[config.mk]
export PLATFORM = sky130hd
export DESIGN_NAME = bsi_slave
export DESIGN_NICKNAME = d
export VERILOG_FILES = /design/src/pkg/bsi_pkg.sv /design/src/verilog/bsi_slave.sv
export SDC_FILE = /design/constraint.sdc
export NUM_CORES = 1
export LEC_CHECK = 0
export BUFFER_PORTS_ARGS = -buffer_cell sky130_fd_sc_hd__buf_4
export CAP_MARGIN = 25
export CORE_AREA = 2 2 104 106
export CTS_BUF_LIST = sky130_fd_sc_hd__clkbuf_8
export DETAILED_ROUTE_END_ITERATION = 12
export DIE_AREA = 0 0 106 108
export HOLD_SLACK_MARGIN = 0.06
export PLACE_DENSITY_LB_ADDON = 0.1
export SLEW_MARGIN = 5
export SYNTH_ARGS = -nofsm -noshare
export SYNTH_HDL_FRONTEND = slang
export SYNTH_SLANG_ARGS = --single-unit
[constraint.sdc]
create_clock -name clk_sys -period 3 [get_ports clk_sys]
set_input_delay 0 -clock clk_sys [delete_from_list [all_inputs] [get_ports clk_sys]]
set_output_delay 0 -clock clk_sys [all_outputs]
set_load 0.03 [all_outputs]
[src/pkg/bsi_pkg.sv]
// Constants for the bus slave, interrupt and DMA request interface.
// Assumes a 20 MHz system clock and bus inputs already at logic level.
package bsi_pkg;
  localparam int unsigned CLK_HZ = 20000000;
  localparam int unsigned GRANT_DELAY_NS = 100;
  localparam int unsigned GRANT_DELAY_CYC =
    (GRANT_DELAY_NS * (CLK_HZ / 1000000) + 999) / 1000;
  localparam logic [3:0] GRANT_DELAY_CNT = 4'(GRANT_DELAY_CYC);
  localparam int unsigned CSR_EN_A_BIT = 6;
  localparam int unsigned CSR_EN_B_BIT = 14;
  localparam int unsigned CSR_REQ_A_BIT = 7;
  localparam int unsigned CSR_REQ_B_BIT = 15;
  localparam logic [1:0] REG_CSR = 2'h0;
  localparam logic [15:0] REG_RESET = 16'h0000;
endpackage

[src/verilog/bsi_slave.sv]
// Device-side register strobes, dual interrupt and DMA request logic.
// Assumes bus inputs are true-high levels synchronous to clk_sys.
`timescale 1ns/10ps
module bsi_slave
  import bsi_pkg::*;
(
  // Clock and reset
  input wire logic clk_sys,
  input wire logic rst,
  // Stored address and write control
  input wire logic stored_addr_bit_zero,
  input wire logic stored_addr_bit_one,
  input wire logic stored_addr_bit_two,
  input wire logic byte_write_indicator,
  input wire logic write_data_en,
  input wire logic [15:0] write_data,
  // Bus control inputs, active high
  input wire logic bus_init,
  input wire logic bus_data_in_strobe,
  input wire logic irq_ack_chain_in,
  input wire logic dma_grant_chain_in,
  input wire logic bus_sync,
  input wire logic bus_reply_in,
  // User sources
  input wire logic source_a_service_request,
  input wire logic source_b_service_request,
  input wire logic dma_req,
  input wire logic [15:0] vector_addr,
  // Register file
  output logic [15:0] reg0,
  output logic [15:0] reg1,
  output logic [15:0] reg2,
  output logic [15:0] reg3,
  output logic [15:0] read_data,
  // Bus outputs, active high
  output logic bus_irq_line,
  output logic irq_ack_chain_out,
  output logic bus_reply,
  output logic vector_en,
  output logic bus_dma_request,
  output logic dma_grant_chain_out,
  output logic selection_acknowledge,
  output logic master
);
  logic [1:0] s_init, s_din, s_iak, s_grant, s_sync, s_rply;
  logic din_q, iak_q, grant_q;
  logic en_a, en_b, pend_a, pend_b, ack_a, ack_b;
  logic req_a_q, req_b_q, claim, cycle_done;
  logic [3:0] dly_cnt;
  wire init = s_init[1];
  wire din_rise = s_din[1] & ~din_q;
  wire iak_rise = s_iak[1] & ~iak_q;
  wire grant = s_grant[1];
  wire req_a = source_a_service_request & en_a;
  wire req_b = source_b_service_request & en_b;
  wire irq_a = pend_a & req_a;
  wire irq_b = pend_b & req_b;
  wire delayed_grant = grant & (dly_cnt == GRANT_DELAY_CNT);
  wire grant_forward_enable = delayed_grant & ~claim & ~dma_req;
  wire [1:0] reg_sel = {stored_addr_bit_two, stored_addr_bit_one};
  wire lo_wr = write_data_en & (~byte_write_indicator
    | ~stored_addr_bit_zero);
  wire hi_wr = write_data_en & (~byte_write_indicator
    | stored_addr_bit_zero);
  wire [15:0] mux_data = reg_sel == 2'h0 ? reg0 :
    reg_sel == 2'h1 ? reg1 : reg_sel == 2'h2 ? reg2 : reg3;
  wire [15:0] csr_view = {irq_b, en_b, 6'h00, irq_a, en_a, reg0[5:0]};
  wire [15:0] next_read = vector_en ? vector_addr :
    (reg_sel == REG_CSR ? csr_view : mux_data);
  wire ack_any = iak_rise & (ack_a | ack_b);

  // Two-stage synchronisers; the first stage feeds only the second
  always_ff @(posedge clk_sys or posedge rst) begin
    if (rst) begin
      {s_init, s_din, s_iak, s_grant, s_sync, s_rply} <= 12'h000;
      {din_q, iak_q, grant_q} <= 3'h0;
    end else begin
      s_init <= {s_init[0], bus_init};
      s_din <= {s_din[0], bus_data_in_strobe};
      s_iak <= {s_iak[0], irq_ack_chain_in};
      s_grant <= {s_grant[0], dma_grant_chain_in};
      s_sync <= {s_sync[0], bus_sync};
      s_rply <= {s_rply[0], bus_reply_in};
      din_q <= s_din[1];
      iak_q <= s_iak[1];
      grant_q <= grant;
    end
  end

  // Register writes with byte lanes
  always_ff @(posedge clk_sys or posedge rst) begin
    if (rst) begin
      {reg0, reg1, reg2, reg3} <= {4{REG_RESET}};
    end else if (init) begin
      {reg0, reg1, reg2, reg3} <= {4{REG_RESET}};
    end else begin
      if (lo_wr && reg_sel == 2'h0) reg0[7:0] <= write_data[7:0];
      if (hi_wr && reg_sel == 2'h0) reg0[15:8] <= write_data[15:8];
      if (lo_wr && reg_sel == 2'h1) reg1[7:0] <= write_data[7:0];
      if (hi_wr && reg_sel == 2'h1) reg1[15:8] <= write_data[15:8];
      if (lo_wr && reg_sel == 2'h2) reg2[7:0] <= write_data[7:0];
      if (hi_wr && reg_sel == 2'h2) reg2[15:8] <= write_data[15:8];
      if (lo_wr && reg_sel == 2'h3) reg3[7:0] <= write_data[7:0];
      if (hi_wr && reg_sel == 2'h3) reg3[15:8] <= write_data[15:8];
    end
  end

  // Enables live in the control/status register
  always_ff @(posedge clk_sys or posedge rst) begin
    if (rst) begin
      {en_a, en_b} <= 2'h0;
    end else if (init) begin
      {en_a, en_b} <= 2'h0;
    end else begin
      if (lo_wr && reg_sel == REG_CSR) en_a <= write_data[CSR_EN_A_BIT];
      if (hi_wr && reg_sel == REG_CSR) en_b <= write_data[CSR_EN_B_BIT];
    end
  end

  // Pending flags rearm on a fresh enabled request; set beats clear
  always_ff @(posedge clk_sys or posedge rst) begin
    if (rst) begin
      {pend_a, pend_b, req_a_q, req_b_q} <= 4'hf;
    end else begin
      req_a_q <= req_a;
      req_b_q <= req_b;
      if (init) begin
        {pend_a, pend_b} <= 2'h3;
      end else begin
        if (req_a & ~req_a_q) pend_a <= 1'b1;
        else if (iak_rise & ack_a) pend_a <= 1'b0;
        if (req_b & ~req_b_q) pend_b <= 1'b1;
        else if (iak_rise & ~ack_a & ack_b) pend_b <= 1'b0;
      end
    end
  end

  // Acknowledge capture on data-in strobe
  always_ff @(posedge clk_sys or posedge rst) begin
    if (rst) begin
      {ack_a, ack_b} <= 2'h0;
    end else if (init) begin
      {ack_a, ack_b} <= 2'h0;
    end else if (din_rise) begin
      ack_a <= irq_a;
      ack_b <= irq_b;
    end
  end

  // Vector and reply stand until the acknowledge drops
  always_ff @(posedge clk_sys or posedge rst) begin
    if (rst) begin
      vector_en <= 1'b0;
    end else if (init | ~s_iak[1]) begin
      vector_en <= 1'b0;
    end else if (ack_any) begin
      vector_en <= 1'b1;
    end
  end

  always_ff @(posedge clk_sys or posedge rst) begin
    if (rst) read_data <= REG_RESET;
    else read_data <= next_read;
  end

  // Grant delay counter gives the claim time to settle
  always_ff @(posedge clk_sys or posedge rst) begin
    if (rst) dly_cnt <= 4'h0;
    else if (!grant) dly_cnt <= 4'h0;
    else if (dly_cnt != GRANT_DELAY_CNT) dly_cnt <= dly_cnt + 4'h1;
  end

  // Claim and mastership
  always_ff @(posedge clk_sys or posedge rst) begin
    if (rst) begin
      {claim, master, cycle_done} <= 3'h0;
    end else if (init | ~dma_req) begin
      {claim, master, cycle_done} <= 3'h0;
    end else begin
      if (grant & ~grant_q & ~cycle_done) claim <= 1'b1;
      if (claim & delayed_grant & ~s_sync[1] & ~s_rply[1] & ~master)
        master <= 1'b1;
      if (master & s_rply[1]) cycle_done <= 1'b1;
    end
  end

  assign bus_irq_line = irq_a | irq_b;
  assign irq_ack_chain_out = s_iak[1] & ~ack_a & ~ack_b;
  assign bus_reply = vector_en;
  assign bus_dma_request = dma_req & ~master & ~cycle_done;
  assign selection_acknowledge = master;
  assign dma_grant_chain_out = grant_forward_enable;

  chk_word_both_lanes: assert property (@(posedge clk_sys) disable iff (rst)
    write_data_en & ~byte_write_indicator |-> lo_wr & hi_wr)
    else $error("word write missing lane");
  chk_byte_one_lane: assert property (@(posedge clk_sys) disable iff (rst)
    write_data_en & byte_write_indicator |-> lo_wr ^ hi_wr)
    else $error("byte write lane count wrong");
  chk_irq_or_line: assert property (@(posedge clk_sys) disable iff (rst)
    bus_irq_line == (irq_a | irq_b))
    else $error("irq line mismatch");
  chk_ack_block_pass: assert property (@(posedge clk_sys) disable iff (rst)
    (ack_a | ack_b) |-> ~irq_ack_chain_out)
    else $error("ack passed while requesting");
  chk_vector_reply: assert property (@(posedge clk_sys) disable iff (rst)
    ack_any & ~init |=> vector_en & bus_reply)
    else $error("no vector after ack");
  chk_master_sack: assert property (@(posedge clk_sys) disable iff (rst)
    master |-> selection_acknowledge & ~bus_dma_request)
    else $error("master without sack");
  chk_drop_clears: assert property (@(posedge clk_sys) disable iff (rst)
    ~dma_req |=> ~claim & ~master)
    else $error("claim survives drop");
  chk_claim_blocks: assert property (@(posedge clk_sys) disable iff (rst)
    claim |-> ~dma_grant_chain_out)
    else $error("grant forwarded while claimed");
  chk_grant_delay: assert property (@(posedge clk_sys) disable iff (rst)
    $rose(grant) |-> ~delayed_grant [*2])
    else $error("grant delay too short");
  chk_init_clear: assert property (@(posedge clk_sys) disable iff (rst)
    init |=> ~en_a & ~en_b & ~ack_a & ~ack_b & ~claim)
    else $error("init did not clear");
endmodule

==> reports/metrics.cfg, run 1 <==
[hold_path]
hold_path.class=input port to flop

[logic_synthesis]
ys_warn_count=0
synth-main-ff-cell=dfrtp_1
ys_top_cells_by_area=dfrtp_1 (53%), mux2i_1 (12%), nand2b_1 (9.6%), mux2_2 (3.6%), mux4_2 (3.6%)
synthMostInstantiatedCell=dfrtp_1
synth_simple_gate_area_frac=0.162
syn_inst=400
yosysUniqueCellTypes=37
synth.yosys.seq_area_share=0.551
yosys.area_share.adder=0.00505
avgSynthCellArea_um2=12.4
async_flop_share=1.00
muxShareOfSynthArea=0.190
synth_top_cell_by_area=dfrtp_1
synthesis.area_um2=4960
synth_seq_cells=109
synth_top_area_share=0.530
synth_top_family_by_area=multiplexers
synth_fp_nets=450
synthXorXnorAreaFrac=0.00353
synth_edf_count=0
yosys-top-cells-count=dfrtp_1 (105), nand2b_1 (76), mux2i_1 (58)
synth_compound_area_frac=0.0540

[detailed_routing]
vias=3640
wl_um=12300
drtIter0Drc=157
via_per_inst=5.11
drc=0
wl_per_cell_um=17.2
antenna_left=0
dr.pass1.iters=6

[sta]
period_needed_ps=1710
report.final.slew_viol_count=0
setup_viol=0
worst_slack_ps=1290
tns_ps=0
clock_skew_ps=9.47
max_slew_margin=0.522
finalCritPeriodShare=0.571
fmax_mhz=584
hold_viol=0
worst_pin_slew_ps=717
rsz0062_at_grt=false

[finish]
fin_nets=621
diodes=0
area_delta_synth_final_pct=37.0
drive_gt1_frac=0.342

[global_route]
grt_pass1_wl_um=19500
overflow=0
grt_max_degree=85
grt_antenna_before_repair=0
grt_pass1_vias=3719
grt_usage=0.224

[floorplanning]
io-pin-count=136
dieWidth_um=106
fp.dieH_um=108
fp-row-count=37
start_util=0.485
core-area_um2=10200
die-area_um2=11400

[setup_path]
timing.rr.end=read_data[14]$_DFF_PP0_
r2r-start=bus_reply$_DFFE_PP0P_
rrSetupSlack_ps=1630
critPathLaunch=dly_cnt[0]$_DFFE_PP0P_
critPathLaunchType=flop
cp.arrival_ps=1710
end_kind=output port
reg2regPathDepth=2
cp_max_fo=6
required_ps=3000
crit_end=dma_grant_chain_out
path_class=flop to output port

[placement]
place_ws_ps=1370
post-dp-hpwl_um=7870
globalplace.congestion=0.783
place.port_buffers=135

[power_and_ir_drop]
p_per_area_nw_per_um2=459
vdd_ir_drop_max_mv=0.354
leakagePower_uw=0.00346

[cts]
cts_max_level=3
clock-sinks=109
cts_inserted_buffers=9
cts_tree=done
cts.reportedPaths.clkPinSlew_ps=100
cts_hold_buffers=45
clkLatencyLatePin_ps=380
clock_path_buffers=2
post_cts_resized=0
postCtsSetupBuffers=0
root_buffer=clkbuf_8

[run]
drv_cap=0

[status]
status=finished, final reports clean

-- state kept, by name (all words and copies together) (netlist names), 4 cells and up --
name       cells
reg3          16
reg2          16
reg1          16
dly_cnt        4
reg0          16
read_data     16
-- placed cells by master (no fill, tap or decap), types with 2 or more instances in the layout --
cell type        n
buf_4          137
dfrtp_1        104
nand2b_1        76
mux2i_1         58
dlygate4sd3_1   45
a21oi_1         20
mux2_2          16
clkbuf_8        11
nor2_1          10
o21ai_0         10
inv_1            9
nand3_1          9
mux4_2           8
nor2b_1          6
a221oi_1         6
and2_1           4
nand2_1          4
dfstp_2          4
and3_1           3
bufinv_16        3
a221o_1          2
nand4_2          2
and3b_1          2
nand3_2          2
nand2_2          2
a22oi_1          2
nor3b_1          2
xnor2_1          2
ha_1             2
buf_12           2
-- final cells by class --
cell class / instances / area [um2]
clock inverters: 5 / 106
clock buffers: 11 / 151
fillers: 808 / 3440
well taps: 136 / 170
multi-input cells: 256 / 2050
repair buffers: 185 / 1530
inverters: 10 / 40.0
flip-flops and latches: 109 / 2730
-- power by group --
group	switching (uW)	internal [uW]	total (uW)
clock network	492	601	1090
registers	44.7	1520	1570
logic	243	214	457
total	780	2340	3120
-- per-layer routing --
layer / GRT usage / wire length (um) / up-vias
li1: - / - / 1720
met1: 0.296 / 5500 / 1803
met2: 0.357 / 5970 / 97
met3: 0.0651 / 552 / 20
met4: 0.0752 / 259 / 0
met5: 0 / 0 / -
-- kinds of logic after synthesis --
kind of cell	Yosys count
adder cells (fa/ha/maj)	2
AND/OR/NAND/NOR	127
XOR/XNOR	2
AO/OA/AOI/OAI	43
buffers and inverters	35
multiplexers	82
flip-flops	109
-- per-stage QoR --
step | total power [uW] | instance area (um2) | hold slack, ps | cells | utilization
5_1_grt | 3250 | 6790 | 179 | 712 | 0.664
4_1_cts | 3140 | 6760 | 155 | 710 | 0.660
3_3_place_gp | 2000 | 6050 | 110 | 649 | 0.591
3_5_place_dp | 2010 | 6050 | 110 | 649 | 0.591
6_report | 3120 | 6790 | 190 | 712 | 0.664
2_1_floorplan | 1840 | 4960 | 31.4 | 400 | -
-- worst min-delay path by stage --
stage | from | endpoint | slack, ps | depth (start not counted)
final | stored_addr_bit_two | read_data[7]$_DFF_PP0_ | 190 | 3
after global routing | stored_addr_bit_two | read_data[7]$_DFF_PP0_ | 180 | 3
after global placement | bus_reply_in | s_rply[0]$_DFF_PP0_ | 110 | 1
after CTS | stored_addr_bit_two | read_data[7]$_DFF_PP0_ | 160 | 3
after detailed placement | bus_init | s_init[0]$_DFF_PP0_ | 110 | 1
after floorplan | bus_data_in_strobe | s_din[0]$_DFF_PP0_ | 30 | 0
-- critical path: stages (launching register included) --
cell and delay, ps:
dfrtp_1 430, inv_1 80, ha_1 130, and4bb_2 280
nor3b_1 210, buf_4 190
(Power assumes the default switching activity.)
==> inputs of run 2 (changes only) <==
- CORE_AREA: 2 2 104 106 -> 2 2 99 101
- DIE_AREA: 0 0 106 108 -> 0 0 101 103
- clock period: 3 -> 1.6 ns (I/O delays scaled with it)
==> run 2 against run 1 <==
First-iteration DRC count increased by 74%. Setup slack got worse by 1200 ps. Clock power increased by 74%. Worst hold slack got worse by 100 ps. Via count increased by 4.1%. Routed wire length increased by 3.4%. Register-to-register slack got worse by 1400 ps.
==> reports/metrics.cfg, run 2 (synthesis results as in run 1) <==
[detailed_routing]
dr.pass1.iters=4  ; was 6
drc=0  ; unchanged
drtIter0Drc=273  ; was 157
wl_um=12700  ; was 12300 um
antenna_left=0  ; unchanged
via_per_inst=5.45  ; was 5.11
vias=3791  ; was 3640
wl_per_cell_um=18.2  ; was 17.2 um

[setup_path]
critical-path-top-delay-family=flip-flops  ; was simple AND/OR/NAND/NOR gates
path_class=flop to output port  ; unchanged
end_kind=output port  ; unchanged
slowest_delay_ps=430  ; about the same
cp_max_fo=4  ; was 6
slowest_stage=dfrtp_1  ; unchanged
crit_buf_inv=1  ; was 2
required_ps=1600  ; was 3000 ps
path_cells=ha_1 > and4bb_2 > nor3b_2 > buf_4  ; was inv_1 > ha_1 > and4bb_2 > nor3b_1 > buf_4
critPathLaunchType=flop  ; unchanged
cp.arrival_ps=1540  ; was 1710 ps

[finish]
drive_gt1_frac=0.352  ; was 0.342
final_cell_mix=buf_4 (144), dfrtp_1 (104), nand2b_1 (76)  ; was buf_4 (137), dfrtp_1 (104), nand2b_1 (76)
diodes=0  ; unchanged
area_delta_synth_final_pct=36.9  ; was 37.0%
mostFrequentLayoutCell=buf_4  ; unchanged
finalInstanceArea_um2=6790  ; about the same
fin_nets=627  ; was 621
fillers=675  ; was 808

[power_and_ir_drop]
vdd_ir_drop_max_mv=0.473  ; was 0.354 mV
p_per_area_nw_per_um2=844  ; was 459 nW/um2
leakagePower_uw=0.00348  ; was 0.00346 uW

[sta]
hold_slack_ps=84.9  ; was 190 ps
worst_pin_slew_ps=569  ; was 717 ps
setup_viol=0  ; unchanged
finalCritPeriodShare=0.962
period_needed_ps=1540
tns_ps=0  ; unchanged
worst_slack_ps=61.4  ; was 1290 ps
fmax_mhz=650
clock_skew_ps=13.7  ; was 9.47 ps
report.final.slew_viol_count=0  ; unchanged
hold_viol=0  ; unchanged
max_slew_margin=0.620  ; was 0.522
rsz0062_at_grt=false  ; unchanged

[floorplanning]
die-area_um2=10400  ; was 11400 um2
fp.dieH_um=103  ; was 108 um
io-pin-count=136  ; unchanged
core-area_um2=9460  ; was 10200 um2
fp-row-count=36  ; was 37
dieWidth_um=101  ; was 106 um
start_util=0.524  ; was 0.485

[cts]
root_buffer=clkbuf_8  ; unchanged
cts.reportedPaths.clkPinSlew_ps=100  ; about the same
clkLatencyLatePin_ps=380  ; about the same
cts_max_level=3  ; unchanged
clock-sinks=109  ; unchanged
cts_tree=done  ; unchanged
cts_inserted_buffers=9  ; unchanged
clock_path_buffers=2  ; unchanged

[hold_path]
hold_path.class=input port to flop  ; unchanged

[placement]
post-dp-hpwl_um=8230  ; was 7870 um
place_ws_ps=284  ; was 1370 ps
place.port_buffers=135  ; unchanged
dpl_cell_area_um2=6100  ; was 6050 um2
globalplace.congestion=0.949  ; was 0.783

[global_route]
overflow=0  ; unchanged
grt_pass1_vias=3848  ; was 3719
grt_pass1_wl_um=19700  ; was 19500 um
grt_antenna_before_repair=0  ; unchanged
grt_usage=0.248  ; was 0.224
grt_max_degree=69  ; was 85

[status]
status=finished, final reports clean  ; unchanged

[run]
drv_cap=0  ; unchanged

run 2: what timing repair did:
action / in CTS / in global routing
hold endpoints to repair: 202 / 0
hold buffers: 44 / 0
setup endpoints to repair: 1 / 0
resized for setup: 1 / 0
setup buffers: 2 / 0
run 2: through the flow:
| step | util | total power [uW] | instances |
|---|---|---|---|
| after floorplan | - | 3450 | 400 |
| after global placement | 0.645 | 3760 | 634 |
| after detailed placement | 0.645 | 3780 | 634 |
| after CTS | 0.718 | 5760 | 696 |
| after global routing | 0.718 | 5960 | 696 |
| final | 0.718 | 5730 | 696 |
run 2: power by group:
| part | internal [uW] | switching [uW] |
|---|---|---|
| registers | 2860 | 75.6 |
| logic | 420 | 478 |
| clock network | 939 | 959 |
run 2: area by class of cell:
| class | count | area, um2 | area share |
|---|---|---|---|
| clock buffer | 10 | 138 | 0.0203 |
| tap | 114 | 143 | 0.0210 |
| clock inverter | 6 | 91.3 | 0.0135 |
| sequential | 109 | 2730 | 0.403 |
| inverter | 10 | 41.3 | 0.00608 |
| timing repair buffer | 191 | 1580 | 0.233 |
| multi-input combinational | 256 | 2060 | 0.303 |
run 2: worst reg2reg max path, cell delays in order (launching register included):
cell	delay (ps)
dfrtp_1	430
ha_1	190
and4bb_2	240
buf_4	150
nand2b_1	150
o21ai_0	160
run 2: path summary, 6_finish.rpt:
path                                        startpoint                endpoint  slack, ps  cells past startpoint
worst max-delay path            dly_cnt[1]$_DFFE_PP0P_     dma_grant_chain_out         60                      4
worst min-delay path                     write_data_en    reg1[11]$_DFFE_PP0P_         80                      3
worst max register to register  dly_cnt[1]$_DFFE_PP0P_  dly_cnt[0]$_DFFE_PP0P_        210                      5
worst min register to register      s_iak[0]$_DFF_PP0_      s_iak[1]$_DFF_PP0_        350                      0
max in group asynchronous                          rst     s_init[1]$_DFF_PP0_        850                      4
min in group asynchronous                          rst  read_data[1]$_DFF_PP0_        270                      4
run 2: per-layer routing:
layer | vias to the layer above | GRT usage | part of all wire
met3 | 25 | 0.0536 | 0.064
met1 | 1906 | 0.338 | 0.42
li1 | 1728 | - | -
met5 | - | 0 | 0
met4 | 0 | 0.0748 | 0.017
met2 | 132 | 0.406 | 0.50
